[config.mk]
export PLATFORM = sky130hd
export DESIGN_NAME = fxu_exc_unit
export DESIGN_NICKNAME = d
export VERILOG_FILES = /design/src/rtl/fxu_pkg.sv /design/src/rtl/fxu_exc_unit.sv
export VERILOG_INCLUDE_DIRS = /design/src /design/src/rtl
export SDC_FILE = /design/constraint.sdc
export NUM_CORES = 1
export LEC_CHECK = 0
export ABC_AREA = 0
export BUFFER_PORTS_ARGS = -buffer_cell sky130_fd_sc_hd__buf_2
export CELL_PAD_IN_SITES_DETAIL_PLACEMENT = 1
export CELL_PAD_IN_SITES_GLOBAL_PLACEMENT = 1
export CORE_ASPECT_RATIO = 1.1
export CORE_MARGIN = 3
export CORE_UTILIZATION = 44
export CTS_CLUSTER_DIAMETER = 80
export DETAILED_ROUTE_END_ITERATION = 7
export PLACE_DENSITY = 0.83
export RECOVER_POWER = 25
export SLEW_MARGIN = 20
export SYNTH_ARGS = -nofsm -noshare
export SYNTH_HDL_FRONTEND = slang
export SYNTH_SLANG_ARGS = --single-unit
[constraint.sdc]
create_clock -name clk_i -period 5.7 [get_ports clk_i]
set_clock_uncertainty 0.2 [all_clocks]
set_input_delay 1.71 -clock clk_i [delete_from_list [all_inputs] [get_ports clk_i]]
set_output_delay 1.71 -clock clk_i [all_outputs]
set_load 0.01 [all_outputs]
[src/rtl/fxu_cfg.svh]
// constants for the fp overflow/underflow exception unit
`ifndef FXU_CFG_SVH
`define FXU_CFG_SVH
`define FXU_OFF_STATUS 8'h00
`define FXU_OFF_CTRL 8'h04
`define FXU_OFF_FRAME 8'h08
`define FXU_OFF_IADDR 8'h0c
`define FXU_OFF_EA 8'h10
`define FXU_ST_EXC_OVERFLOW_FLAG 11
`define FXU_ST_EXC_UNDERFLOW_FLAG 10
`define FXU_ST_ACCRUED_EXCEPTION_BYTE_OVERFLOW_FLAG 6
`define FXU_ST_ACCRUED_EXCEPTION_BYTE_UNDERFLOW_FLAG 5
`define FXU_FR_EARLY 0
`define FXU_FR_LATE 1
`define FXU_FR_POST 2
`define FXU_FR_EAV 3
`define FXU_FR_TMPV 4
`define FXU_CTRL_RST 7'h00
`define FXU_MIN_SGL 17'h1ff82
`define FXU_MIN_DBL 17'h1fc02
`define FXU_MIN_EXT 17'h1c002
`define FXU_MAX_SGL 17'h0007f
`define FXU_MAX_DBL 17'h003ff
`define FXU_MAX_EXT 17'h03fff
`endif

[src/rtl/fxu_pkg.sv]
// types for the fp overflow/underflow exception unit
package fxu_pkg;
   typedef enum logic [1:0] {FXU_P_EXT = 2'h0, FXU_P_SGL = 2'h1, FXU_P_DBL = 2'h2} fxu_prec_t;
   typedef enum logic [1:0] {FXU_K_FPREG = 2'h0, FXU_K_MEM = 2'h1, FXU_K_INT = 2'h2} fxu_kind_t;
   typedef enum logic [5:0] {
      FXU_S_IDLE = 6'h01,
      FXU_S_UNDERFLOW_FLAG = 6'h02,
      FXU_S_RND = 6'h04,
      FXU_S_OVERFLOW_FLAG = 6'h08,
      FXU_S_WR = 6'h10,
      FXU_S_HOLD = 6'h20
   } fxu_state_t;
endpackage : fxu_pkg

[src/rtl/fxu_exc_unit.sv]
// fp overflow/underflow detection, reporting and frame state
//
// The address map and the strobed register port were chosen for this implementation.
`timescale 1ns/10ps
`include "fxu_cfg.svh"
module fxu_exc_unit (
   input wire logic clk_i,
   input wire logic rst_i,
   input wire logic ce_i,
   input wire logic start_i,
   input wire logic [16:0] exp_i,
   input wire logic rnd_inc_i,
   input wire logic exp_wrap_i,
   input wire logic inex_i,
   input wire fxu_pkg::fxu_kind_t kind_i,
   input wire fxu_pkg::fxu_prec_t fmt_i,
   input wire logic forced_i,
   input wire fxu_pkg::fxu_prec_t op_prec_i,
   input wire logic move_out_i,
   input wire logic dep_move_i,
   input wire logic [31:0] op_addr_i,
   input wire logic [31:0] ea_i,
   input wire logic next_fp_i,
   input wire logic [7:0] addr_i,
   input wire logic [31:0] wdata_i,
   input wire logic we_i,
   input wire logic re_i,
   output logic [31:0] rdata_o,
   output logic busy_o,
   output logic dest_we_o,
   output logic dest_undef_o,
   output logic dest_zero_o,
   output logic exc_req_o,
   output logic exc_post_o,
   output logic exc_underflow_flag_o,
   output logic exc_overflow_flag_o
);
   function automatic logic [16:0] prec_min(input fxu_pkg::fxu_prec_t p);
      unique case (p)
         fxu_pkg::FXU_P_SGL: prec_min = `FXU_MIN_SGL;
         fxu_pkg::FXU_P_DBL: prec_min = `FXU_MIN_DBL;
         default: prec_min = `FXU_MIN_EXT;
      endcase
   endfunction : prec_min

   function automatic logic [16:0] prec_max(input fxu_pkg::fxu_prec_t p);
      unique case (p)
         fxu_pkg::FXU_P_SGL: prec_max = `FXU_MAX_SGL;
         fxu_pkg::FXU_P_DBL: prec_max = `FXU_MAX_DBL;
         default: prec_max = `FXU_MAX_EXT;
      endcase
   endfunction : prec_max

   fxu_pkg::fxu_state_t state_q, state_d;
   fxu_pkg::fxu_kind_t kind_q, kind_d;
   fxu_pkg::fxu_prec_t prec_q, prec_d;
   logic [16:0] exp_q, exp_d;
   logic rinc_q, rinc_d, wrap_q, wrap_d, inex_q, inex_d;
   logic mout_q, mout_d, dep_q, dep_d;
   logic [31:0] opa_q, opa_d, opea_q, opea_d;
   logic underflow_flag_q, underflow_flag_d, overflow_flag_q, overflow_flag_d;
   logic exc_underflow_flag_q, exc_underflow_flag_d, exc_overflow_flag_q, exc_overflow_flag_d;
   logic accrued_exception_byte_underflow_flag_q, accrued_exception_byte_underflow_flag_d, accrued_exception_byte_overflow_flag_q, accrued_exception_byte_overflow_flag_d;
   logic [6:0] ctrl_q, ctrl_d;
   logic early_q, early_d, late_q, late_d, post_q, post_d, eav_q, eav_d, tmpv_q, tmpv_d;
   logic [31:0] iaddr_q, iaddr_d, ea_q, ea_d;
   logic [31:0] rdata_q, rdata_d;
   logic dwe_q, dwe_d, dund_q, dund_d, dzero_q, dzero_d;
   logic req_q, req_d, rpost_q, rpost_d, runfl_q, runfl_d, rovfl_q, rovfl_d;
   logic wr_st, wr_fr, exc, go_post;
   logic busy_q, busy_d;

   assign exc = underflow_flag_q | overflow_flag_q;
   // fp register destinations may defer; anything else cannot wait
   assign go_post = (kind_q != fxu_pkg::FXU_K_FPREG) | dep_q | mout_q;
   assign wr_st = we_i & (addr_i == `FXU_OFF_STATUS);
   assign wr_fr = we_i & (addr_i == `FXU_OFF_FRAME);

   always_comb begin
      state_d = state_q;
      kind_d = kind_q;
      prec_d = prec_q;
      exp_d = exp_q;
      rinc_d = rinc_q;
      wrap_d = wrap_q;
      inex_d = inex_q;
      mout_d = mout_q;
      dep_d = dep_q;
      opa_d = opa_q;
      opea_d = opea_q;
      underflow_flag_d = underflow_flag_q;
      overflow_flag_d = overflow_flag_q;
      iaddr_d = iaddr_q;
      ea_d = ea_q;
      ctrl_d = ctrl_q;
      dwe_d = 1'b0;
      dund_d = 1'b0;
      dzero_d = 1'b0;
      req_d = 1'b0;
      rpost_d = rpost_q;
      runfl_d = runfl_q;
      rovfl_d = rovfl_q;
      // software clears by writing ones; hardware set wins
      exc_underflow_flag_d = exc_underflow_flag_q & ~(wr_st & wdata_i[`FXU_ST_EXC_UNDERFLOW_FLAG]);
      exc_overflow_flag_d = exc_overflow_flag_q & ~(wr_st & wdata_i[`FXU_ST_EXC_OVERFLOW_FLAG]);
      accrued_exception_byte_underflow_flag_d = accrued_exception_byte_underflow_flag_q & ~(wr_st & wdata_i[`FXU_ST_ACCRUED_EXCEPTION_BYTE_UNDERFLOW_FLAG]);
      accrued_exception_byte_overflow_flag_d = accrued_exception_byte_overflow_flag_q & ~(wr_st & wdata_i[`FXU_ST_ACCRUED_EXCEPTION_BYTE_OVERFLOW_FLAG]);
      early_d = early_q & ~(wr_fr & wdata_i[`FXU_FR_EARLY]);
      late_d = late_q & ~(wr_fr & wdata_i[`FXU_FR_LATE]);
      post_d = post_q;
      eav_d = eav_q;
      tmpv_d = tmpv_q;
      if (we_i && addr_i == `FXU_OFF_CTRL) begin
         ctrl_d = wdata_i[6:0];
      end
      unique case (state_q)
         fxu_pkg::FXU_S_IDLE: begin
            if (start_i) begin
               kind_d = kind_i;
               exp_d = exp_i;
               rinc_d = rnd_inc_i;
               wrap_d = exp_wrap_i;
               inex_d = inex_i;
               mout_d = move_out_i;
               dep_d = dep_move_i;
               opa_d = op_addr_i;
               opea_d = ea_i;
               if (forced_i) begin
                  prec_d = op_prec_i;
               end else if (kind_i == fxu_pkg::FXU_K_MEM) begin
                  prec_d = fmt_i;
               end else begin
                  prec_d = fxu_pkg::fxu_prec_t'(ctrl_q[1:0]);
               end
               state_d = fxu_pkg::FXU_S_UNDERFLOW_FLAG;
            end
         end
         fxu_pkg::FXU_S_UNDERFLOW_FLAG: begin
            // extended keeps a normal number at its minimum: strict compare there
            if (kind_q == fxu_pkg::FXU_K_INT) begin
               underflow_flag_d = 1'b0;
            end else if (prec_q == fxu_pkg::FXU_P_EXT) begin
               underflow_flag_d = $signed(exp_q) < $signed(prec_min(prec_q));
            end else begin
               underflow_flag_d = $signed(exp_q) <= $signed(prec_min(prec_q));
            end
            state_d = fxu_pkg::FXU_S_RND;
         end
         fxu_pkg::FXU_S_RND: begin
            exp_d = exp_q + {16'h0000, rinc_q};
            state_d = fxu_pkg::FXU_S_OVERFLOW_FLAG;
         end
         fxu_pkg::FXU_S_OVERFLOW_FLAG: begin
            overflow_flag_d = (kind_q != fxu_pkg::FXU_K_INT) &
                     (wrap_q | ($signed(exp_q) >= $signed(prec_max(prec_q))));
            state_d = fxu_pkg::FXU_S_WR;
         end
         fxu_pkg::FXU_S_WR: begin
            // an fp register keeps its old value even when the report is post
            dwe_d = ~exc | (kind_q != fxu_pkg::FXU_K_FPREG);
            dund_d = exc & (kind_q != fxu_pkg::FXU_K_FPREG);
            dzero_d = (kind_q == fxu_pkg::FXU_K_INT) & ~exc;
            exc_underflow_flag_d = exc_underflow_flag_d | underflow_flag_q;
            accrued_exception_byte_underflow_flag_d = accrued_exception_byte_underflow_flag_d | (underflow_flag_q & inex_q);
            exc_overflow_flag_d = exc_overflow_flag_d | overflow_flag_q;
            accrued_exception_byte_overflow_flag_d = accrued_exception_byte_overflow_flag_d | overflow_flag_q;
            state_d = fxu_pkg::FXU_S_IDLE;
            if (exc) begin
               runfl_d = underflow_flag_q;
               rovfl_d = overflow_flag_q;
               rpost_d = go_post;
               post_d = go_post;
               eav_d = mout_q;
               tmpv_d = ~wrap_q;
               iaddr_d = opa_q;
               ea_d = opea_q;
               if (go_post) begin
                  req_d = 1'b1;
                  late_d = 1'b1;
               end else begin
                  early_d = 1'b1;
                  state_d = fxu_pkg::FXU_S_HOLD;
               end
            end
         end
         fxu_pkg::FXU_S_HOLD: begin
            // held until the next fp instruction, then reported once
            if (next_fp_i) begin
               req_d = 1'b1;
               state_d = fxu_pkg::FXU_S_IDLE;
            end
         end
         default: state_d = fxu_pkg::FXU_S_IDLE;
      endcase
      busy_d = (state_d != fxu_pkg::FXU_S_IDLE);
   end

   always_comb begin
      rdata_d = 32'h0000_0000;
      if (re_i) begin
         unique case (addr_i)
            `FXU_OFF_STATUS: begin
               rdata_d[`FXU_ST_EXC_UNDERFLOW_FLAG] = exc_underflow_flag_q;
               rdata_d[`FXU_ST_EXC_OVERFLOW_FLAG] = exc_overflow_flag_q;
               rdata_d[`FXU_ST_ACCRUED_EXCEPTION_BYTE_UNDERFLOW_FLAG] = accrued_exception_byte_underflow_flag_q;
               rdata_d[`FXU_ST_ACCRUED_EXCEPTION_BYTE_OVERFLOW_FLAG] = accrued_exception_byte_overflow_flag_q;
            end
            `FXU_OFF_CTRL: rdata_d[6:0] = ctrl_q;
            `FXU_OFF_FRAME: rdata_d[4:0] = {tmpv_q, eav_q, post_q, late_q, early_q};
            `FXU_OFF_IADDR: rdata_d = iaddr_q;
            `FXU_OFF_EA: rdata_d = ea_q;
            default: rdata_d = 32'h0000_0000;
         endcase
      end
   end

   always_ff @(posedge clk_i) begin
      if (rst_i) begin
         state_q <= fxu_pkg::FXU_S_IDLE;
         kind_q <= fxu_pkg::FXU_K_FPREG;
         prec_q <= fxu_pkg::FXU_P_EXT;
         exp_q <= 17'h00000;
         {rinc_q, wrap_q, inex_q, mout_q, dep_q} <= 5'h00;
         opa_q <= 32'h0000_0000;
         opea_q <= 32'h0000_0000;
         {underflow_flag_q, overflow_flag_q} <= 2'h0;
         {exc_underflow_flag_q, exc_overflow_flag_q, accrued_exception_byte_underflow_flag_q, accrued_exception_byte_overflow_flag_q} <= 4'h0;
         ctrl_q <= `FXU_CTRL_RST;
         {early_q, late_q, post_q, eav_q, tmpv_q} <= 5'h00;
         iaddr_q <= 32'h0000_0000;
         ea_q <= 32'h0000_0000;
         rdata_q <= 32'h0000_0000;
         {dwe_q, dund_q, dzero_q} <= 3'h0;
         {req_q, rpost_q, runfl_q, rovfl_q} <= 4'h0;
         busy_q <= 1'b0;
      end else if (ce_i) begin
         state_q <= state_d;
         kind_q <= kind_d;
         prec_q <= prec_d;
         exp_q <= exp_d;
         {rinc_q, wrap_q, inex_q, mout_q, dep_q} <= {rinc_d, wrap_d, inex_d, mout_d, dep_d};
         opa_q <= opa_d;
         opea_q <= opea_d;
         {underflow_flag_q, overflow_flag_q} <= {underflow_flag_d, overflow_flag_d};
         {exc_underflow_flag_q, exc_overflow_flag_q, accrued_exception_byte_underflow_flag_q, accrued_exception_byte_overflow_flag_q} <= {exc_underflow_flag_d, exc_overflow_flag_d, accrued_exception_byte_underflow_flag_d, accrued_exception_byte_overflow_flag_d};
         ctrl_q <= ctrl_d;
         {early_q, late_q, post_q, eav_q, tmpv_q} <= {early_d, late_d, post_d, eav_d, tmpv_d};
         iaddr_q <= iaddr_d;
         ea_q <= ea_d;
         rdata_q <= rdata_d;
         {dwe_q, dund_q, dzero_q} <= {dwe_d, dund_d, dzero_d};
         {req_q, rpost_q, runfl_q, rovfl_q} <= {req_d, rpost_d, runfl_d, rovfl_d};
         busy_q <= busy_d;
      end
   end

   assign rdata_o = rdata_q;
   assign busy_o = busy_q;
   assign dest_we_o = dwe_q;
   assign dest_undef_o = dund_q;
   assign dest_zero_o = dzero_q;
   assign exc_req_o = req_q;
   assign exc_post_o = rpost_q;
   assign exc_underflow_flag_o = runfl_q;
   assign exc_overflow_flag_o = rovfl_q;
endmodule : fxu_exc_unit

==> metrics list <==
- The run finished, with violations left.
- Failing checks: capacitance limit, slew limit
- Gate Count Post-Synth: 1163
- Net switching is 24.4% of the power.
- Crit. End Element: flop
- For this design, the slowest cell found on the critical path is sky130_fd_sc_hd__buf_4.
* Post-detailed-route count of antenna-violating nets: 0
* Layout Cells excl Fill: 1562
- Summed over all layers, the routed wires come to 28800 µm.
- Iteration-0 DRC count of the detailed router: 442
- The cell area that synthesis handed to floorplanning was 9460 µm².
* Detailed-placement wirelength estimate: 19400 µm
* Peak VDD IR: 0.192 mV
- Top-area cell type share of the netlist area: 45.9%
* Number of fill cells: 2611
- Post-Synthesis Net Count: 1322
- For the pin with the worst max-slew slack, the measured transition is 1.54 ns.
- Part of the power in the clock network: 43.7%
- Number of antenna violations at the first check in global routing: 0
- Power Dens Cells: 300 nW/µm²
* Die Footprint: 23300 µm²
- In the final routed layout, each cell accounts on average for 18.4 µm.
* Worst path setup slack after routing: 2.06 ns
- Sinks on the clock net: 217
- Maximum number of pins on one net before global-route repair: 136
- Top layer in use: met4
- The first global-routing pass estimated 46200 µm of wire.
- During placement, the flow inserted port buffers numbering 156.
- For this run, the post-layout net count is 1424.
* Portion of total power attributed to combinational logic: 7.9%
- The synthesized design spends more area on one cell type than any other, namely sky130_fd_sc_hd__dfxtp_1.
- For this design the top-level I/O count stands at 180.
* Die extent in y: 160 µm
* Sequential fraction of design power: 48.4%
- Data on the critical path is required at its endpoint by 5.93 ns.
* Switching power of the nets: 798 µW
- At the worst endpoint, the arrival time is 3.87 ns.
* Total track usage: 23.7%
- Maximum capacitance violations: 1
* Count of synthesis-stage warnings from yosys: 0
* Family with the most delay on the worst path: buffers and inverters
- N_diodes: 0
- Walking the worst path, the cells encountered are clkbuf_1 > buf_4 > nand2b_1 > nor3_4 > buf_4 > nand2_1 > a21oi_1.
- Unrepaired setup endpoints after global routing: false
* Max Transition Viols Final: 32
* Core Area: 20900 µm²
* Last weighted congestion value of the routability-driven placer: 0.936
* Dpl cells: 1525
* Met2 wire len: 13800 µm
- Leading cell types by total area after synthesis: sky130_fd_sc_hd__dfxtp_1 (46%), sky130_fd_sc_hd__nand2_1 (13%), sky130_fd_sc_hd__a21oi_1 (9.7%)
- TritonCTS created 23 clock buffers.
- Share of async-settable or async-resettable flops after synthesis: 0%
- Cells fill 52.4% of the core in the end.
- In this run the mean area of a mapped cell was 8.13 µm².
- For this run, the slowest stage of the critical path takes 0.62 ns.
- Post-CTS resize count: 0
* Insertion delay to the later sink of the worst-skew pair: 0.51 ns
- Commonest register cell after synthesis: sky130_fd_sc_hd__dfxtp_1
* EDFF count, synth: 0
* Startpoint type of the worst setup path: input pin
- Cells with a size suffix above 1 make up 13.8% of the layout.
* First-pass detailed-route iteration total: 5
* CTS tree: yes
- DR DRC count: 0
- The clock passes through at most 3 buffers.
- Total global routing overflow: 0
- Count of buffers added by post-CTS timing repair for setup: 0
- Initial Util: 45.3%
* Register bit count reported by yosys: 217
- Wire length the detailed router placed on met1: 12900 µm
* Average via count per standard cell: 5.63
- The worst path uses 63.9% of the clock period.
- Path class of the lowest-slack min-delay path: flop to flop
- Among the stages of the critical path, the cell type that occurs most often is sky130_fd_sc_hd__buf_4.
* Count of unique library cells instantiated by Yosys: 69
* Ranking of synthesized cells by instance count: sky130_fd_sc_hd__nand2_1 (330), sky130_fd_sc_hd__dfxtp_1 (217), sky130_fd_sc_hd__a21oi_1 (184), sky130_fd_sc_hd__clkbuf_1 (50), sky130_fd_sc_hd__nand3_1 (34)
- Vias in the first global route: 8821
* Highest attainable clock frequency: 0.275 GHz
* Relative slew slack: -2.71%
- Number of buffers inserted for hold repair after clock tree synthesis: 0
* Peak fanout along the critical path: 67
- Clock-pin slew was measured on the worst setup and hold paths at 0.06 ns.
- Buffer cell driving the clock tree root: sky130_fd_sc_hd__clkbuf_16
- CTS built an H-tree with a depth of 1.
- The critical path contains buffers and inverters numbering 3 combined.
- The worst setup path is of the input pin to flop kind.
- The area growth from synthesis to layout is 15.6%.
* Setup violators final: 0
- The worst path needs 3.64 ns of the cycle, external delays included.
* Standard-cell rows: 55
- Post-place setup slack: 1.58 ns
* Final total negative setup slack: 0 ns
* Cell internal power dissipation: 2480 µW
* DIE WIDTH: 146 µm
* Vias after detailed routing: 8801
* WL met3: 1410 µm
- The number of hold violations in the final report is 0.
- Summed over all cells, the static leakage comes to 0.00386 µW.
- Of the synthesized area, sequential elements account for 45.9%.
- Most common cell in the synthesized netlist: sky130_fd_sc_hd__nand2_1
[metrics by stage]
step | hold WS [ns] | total power [µW] | cell area [µm²]
after CTS | 0.244 | 3310 | 11000
after floorplan | 0.232 | 1780 | 9460
after global placement | 0.238 | 1870 | 10300
after global routing | 0.267 | 3400 | 10900
final | 0.241 | 3280 | 10900
after detailed placement | 0.245 | 1880 | 10300
[cell type report]
class	instances	area, µm²	share of cell area [%]
multi-input cells	836	4620	42.3
clock buffers	30	642	5.87
clock inverters	7	68.8	0.630
well taps	285	357	3.26
repair buffers	167	822	7.52
inverters	20	75.1	0.687
flip-flops and latches	217	4340	39.8
[logic make-up (layout without fill, tap and decap cells)]
family | count (synthesis) | after routing | share of synthesized area [%]
AO/OA/AOI/OAI | 320 | 320 | 20.9
adder cells (fa/ha/maj) | 19 | 19 | 2.51
AND/OR/NAND/NOR | 475 | 475 | 22.9
multiplexers | 21 | 21 | 2.25
buffers and inverters | 110 | 224 | 5.36
flip-flops | 217 | 217 | 45.9
XOR/XNOR | 1 | 1 | 0.0926
[registers in the layout, summed over array words and instances (netlist names), 2 cells and up]
signal	flops
state_q	6
prec_q	2
opa_q	32
rdata_o	32
iaddr_q	32
kind_q	2
opea_q	32
exp_q	17
ea_q	32
ctrl_q	7
[routing by layer]
layer,track usage (%),vias up
li1,-,4260
met1,31.6,4253
met2,40.4,238
met3,2.75,50
met4,7.21,0
met5,0,-
[cells in the final DEF (no fill, tap or decap), types with 10 or more instances in the layout]
| cell type | count |
|---|---|
| sky130_fd_sc_hd__nand2_1 | 330 |
| sky130_fd_sc_hd__dfxtp_1 | 217 |
| sky130_fd_sc_hd__a21oi_1 | 184 |
| sky130_fd_sc_hd__buf_2 | 114 |
| sky130_fd_sc_hd__clkbuf_1 | 45 |
| sky130_fd_sc_hd__nand3_1 | 34 |
| sky130_fd_sc_hd__a22o_1 | 33 |
| sky130_fd_sc_hd__clkbuf_16 | 23 |
| sky130_fd_sc_hd__inv_1 | 19 |
| sky130_fd_sc_hd__mux2i_1 | 19 |
| sky130_fd_sc_hd__nor2_1 | 19 |
| sky130_fd_sc_hd__ha_1 | 19 |
| sky130_fd_sc_hd__o21ai_0 | 16 |
| sky130_fd_sc_hd__o22ai_1 | 11 |
| sky130_fd_sc_hd__nor3_1 | 11 |
| sky130_fd_sc_hd__nand2b_1 | 10 |
| sky130_fd_sc_hd__nand4_1 | 10 |
[final timing paths]
kind / startpoint / to / slack (ns) / cells after the start
setup / recovery: ce_i / opea_q[28]$_SDFFE_PP0P_ / 2.06 / 7
hold / removal: opa_q[3]$_SDFFE_PP0P_ / iaddr_q[3]$_SDFFE_PP0P_ / 0.24 / 2
setup reg to reg: state_q[3]$_SDFFE_PP0P_ / exp_q[12]$_SDFFE_PP0P_ / 2.83 / 4
hold reg to reg: opa_q[3]$_SDFFE_PP0P_ / iaddr_q[3]$_SDFFE_PP0P_ / 0.24 / 2
[tightest hold or removal path, cell delays in order, from the launching register on]
cell                      delay, ns
sky130_fd_sc_hd__dfxtp_1       0.31
sky130_fd_sc_hd__nand2_1       0.05
sky130_fd_sc_hd__a21oi_1       0.05
[power by group through the flow]
stage               Clock (µW)  Sequential (µW)  Combinational, µW
finish                    1430             1590                258
global route              1520             1590                288
CTS                       1460             1590                260
detailed placement           0             1620                259
global placement             0             1620                251
floorplan                    0             1600                173
Note: power is estimated with default switching activity, not from simulation.
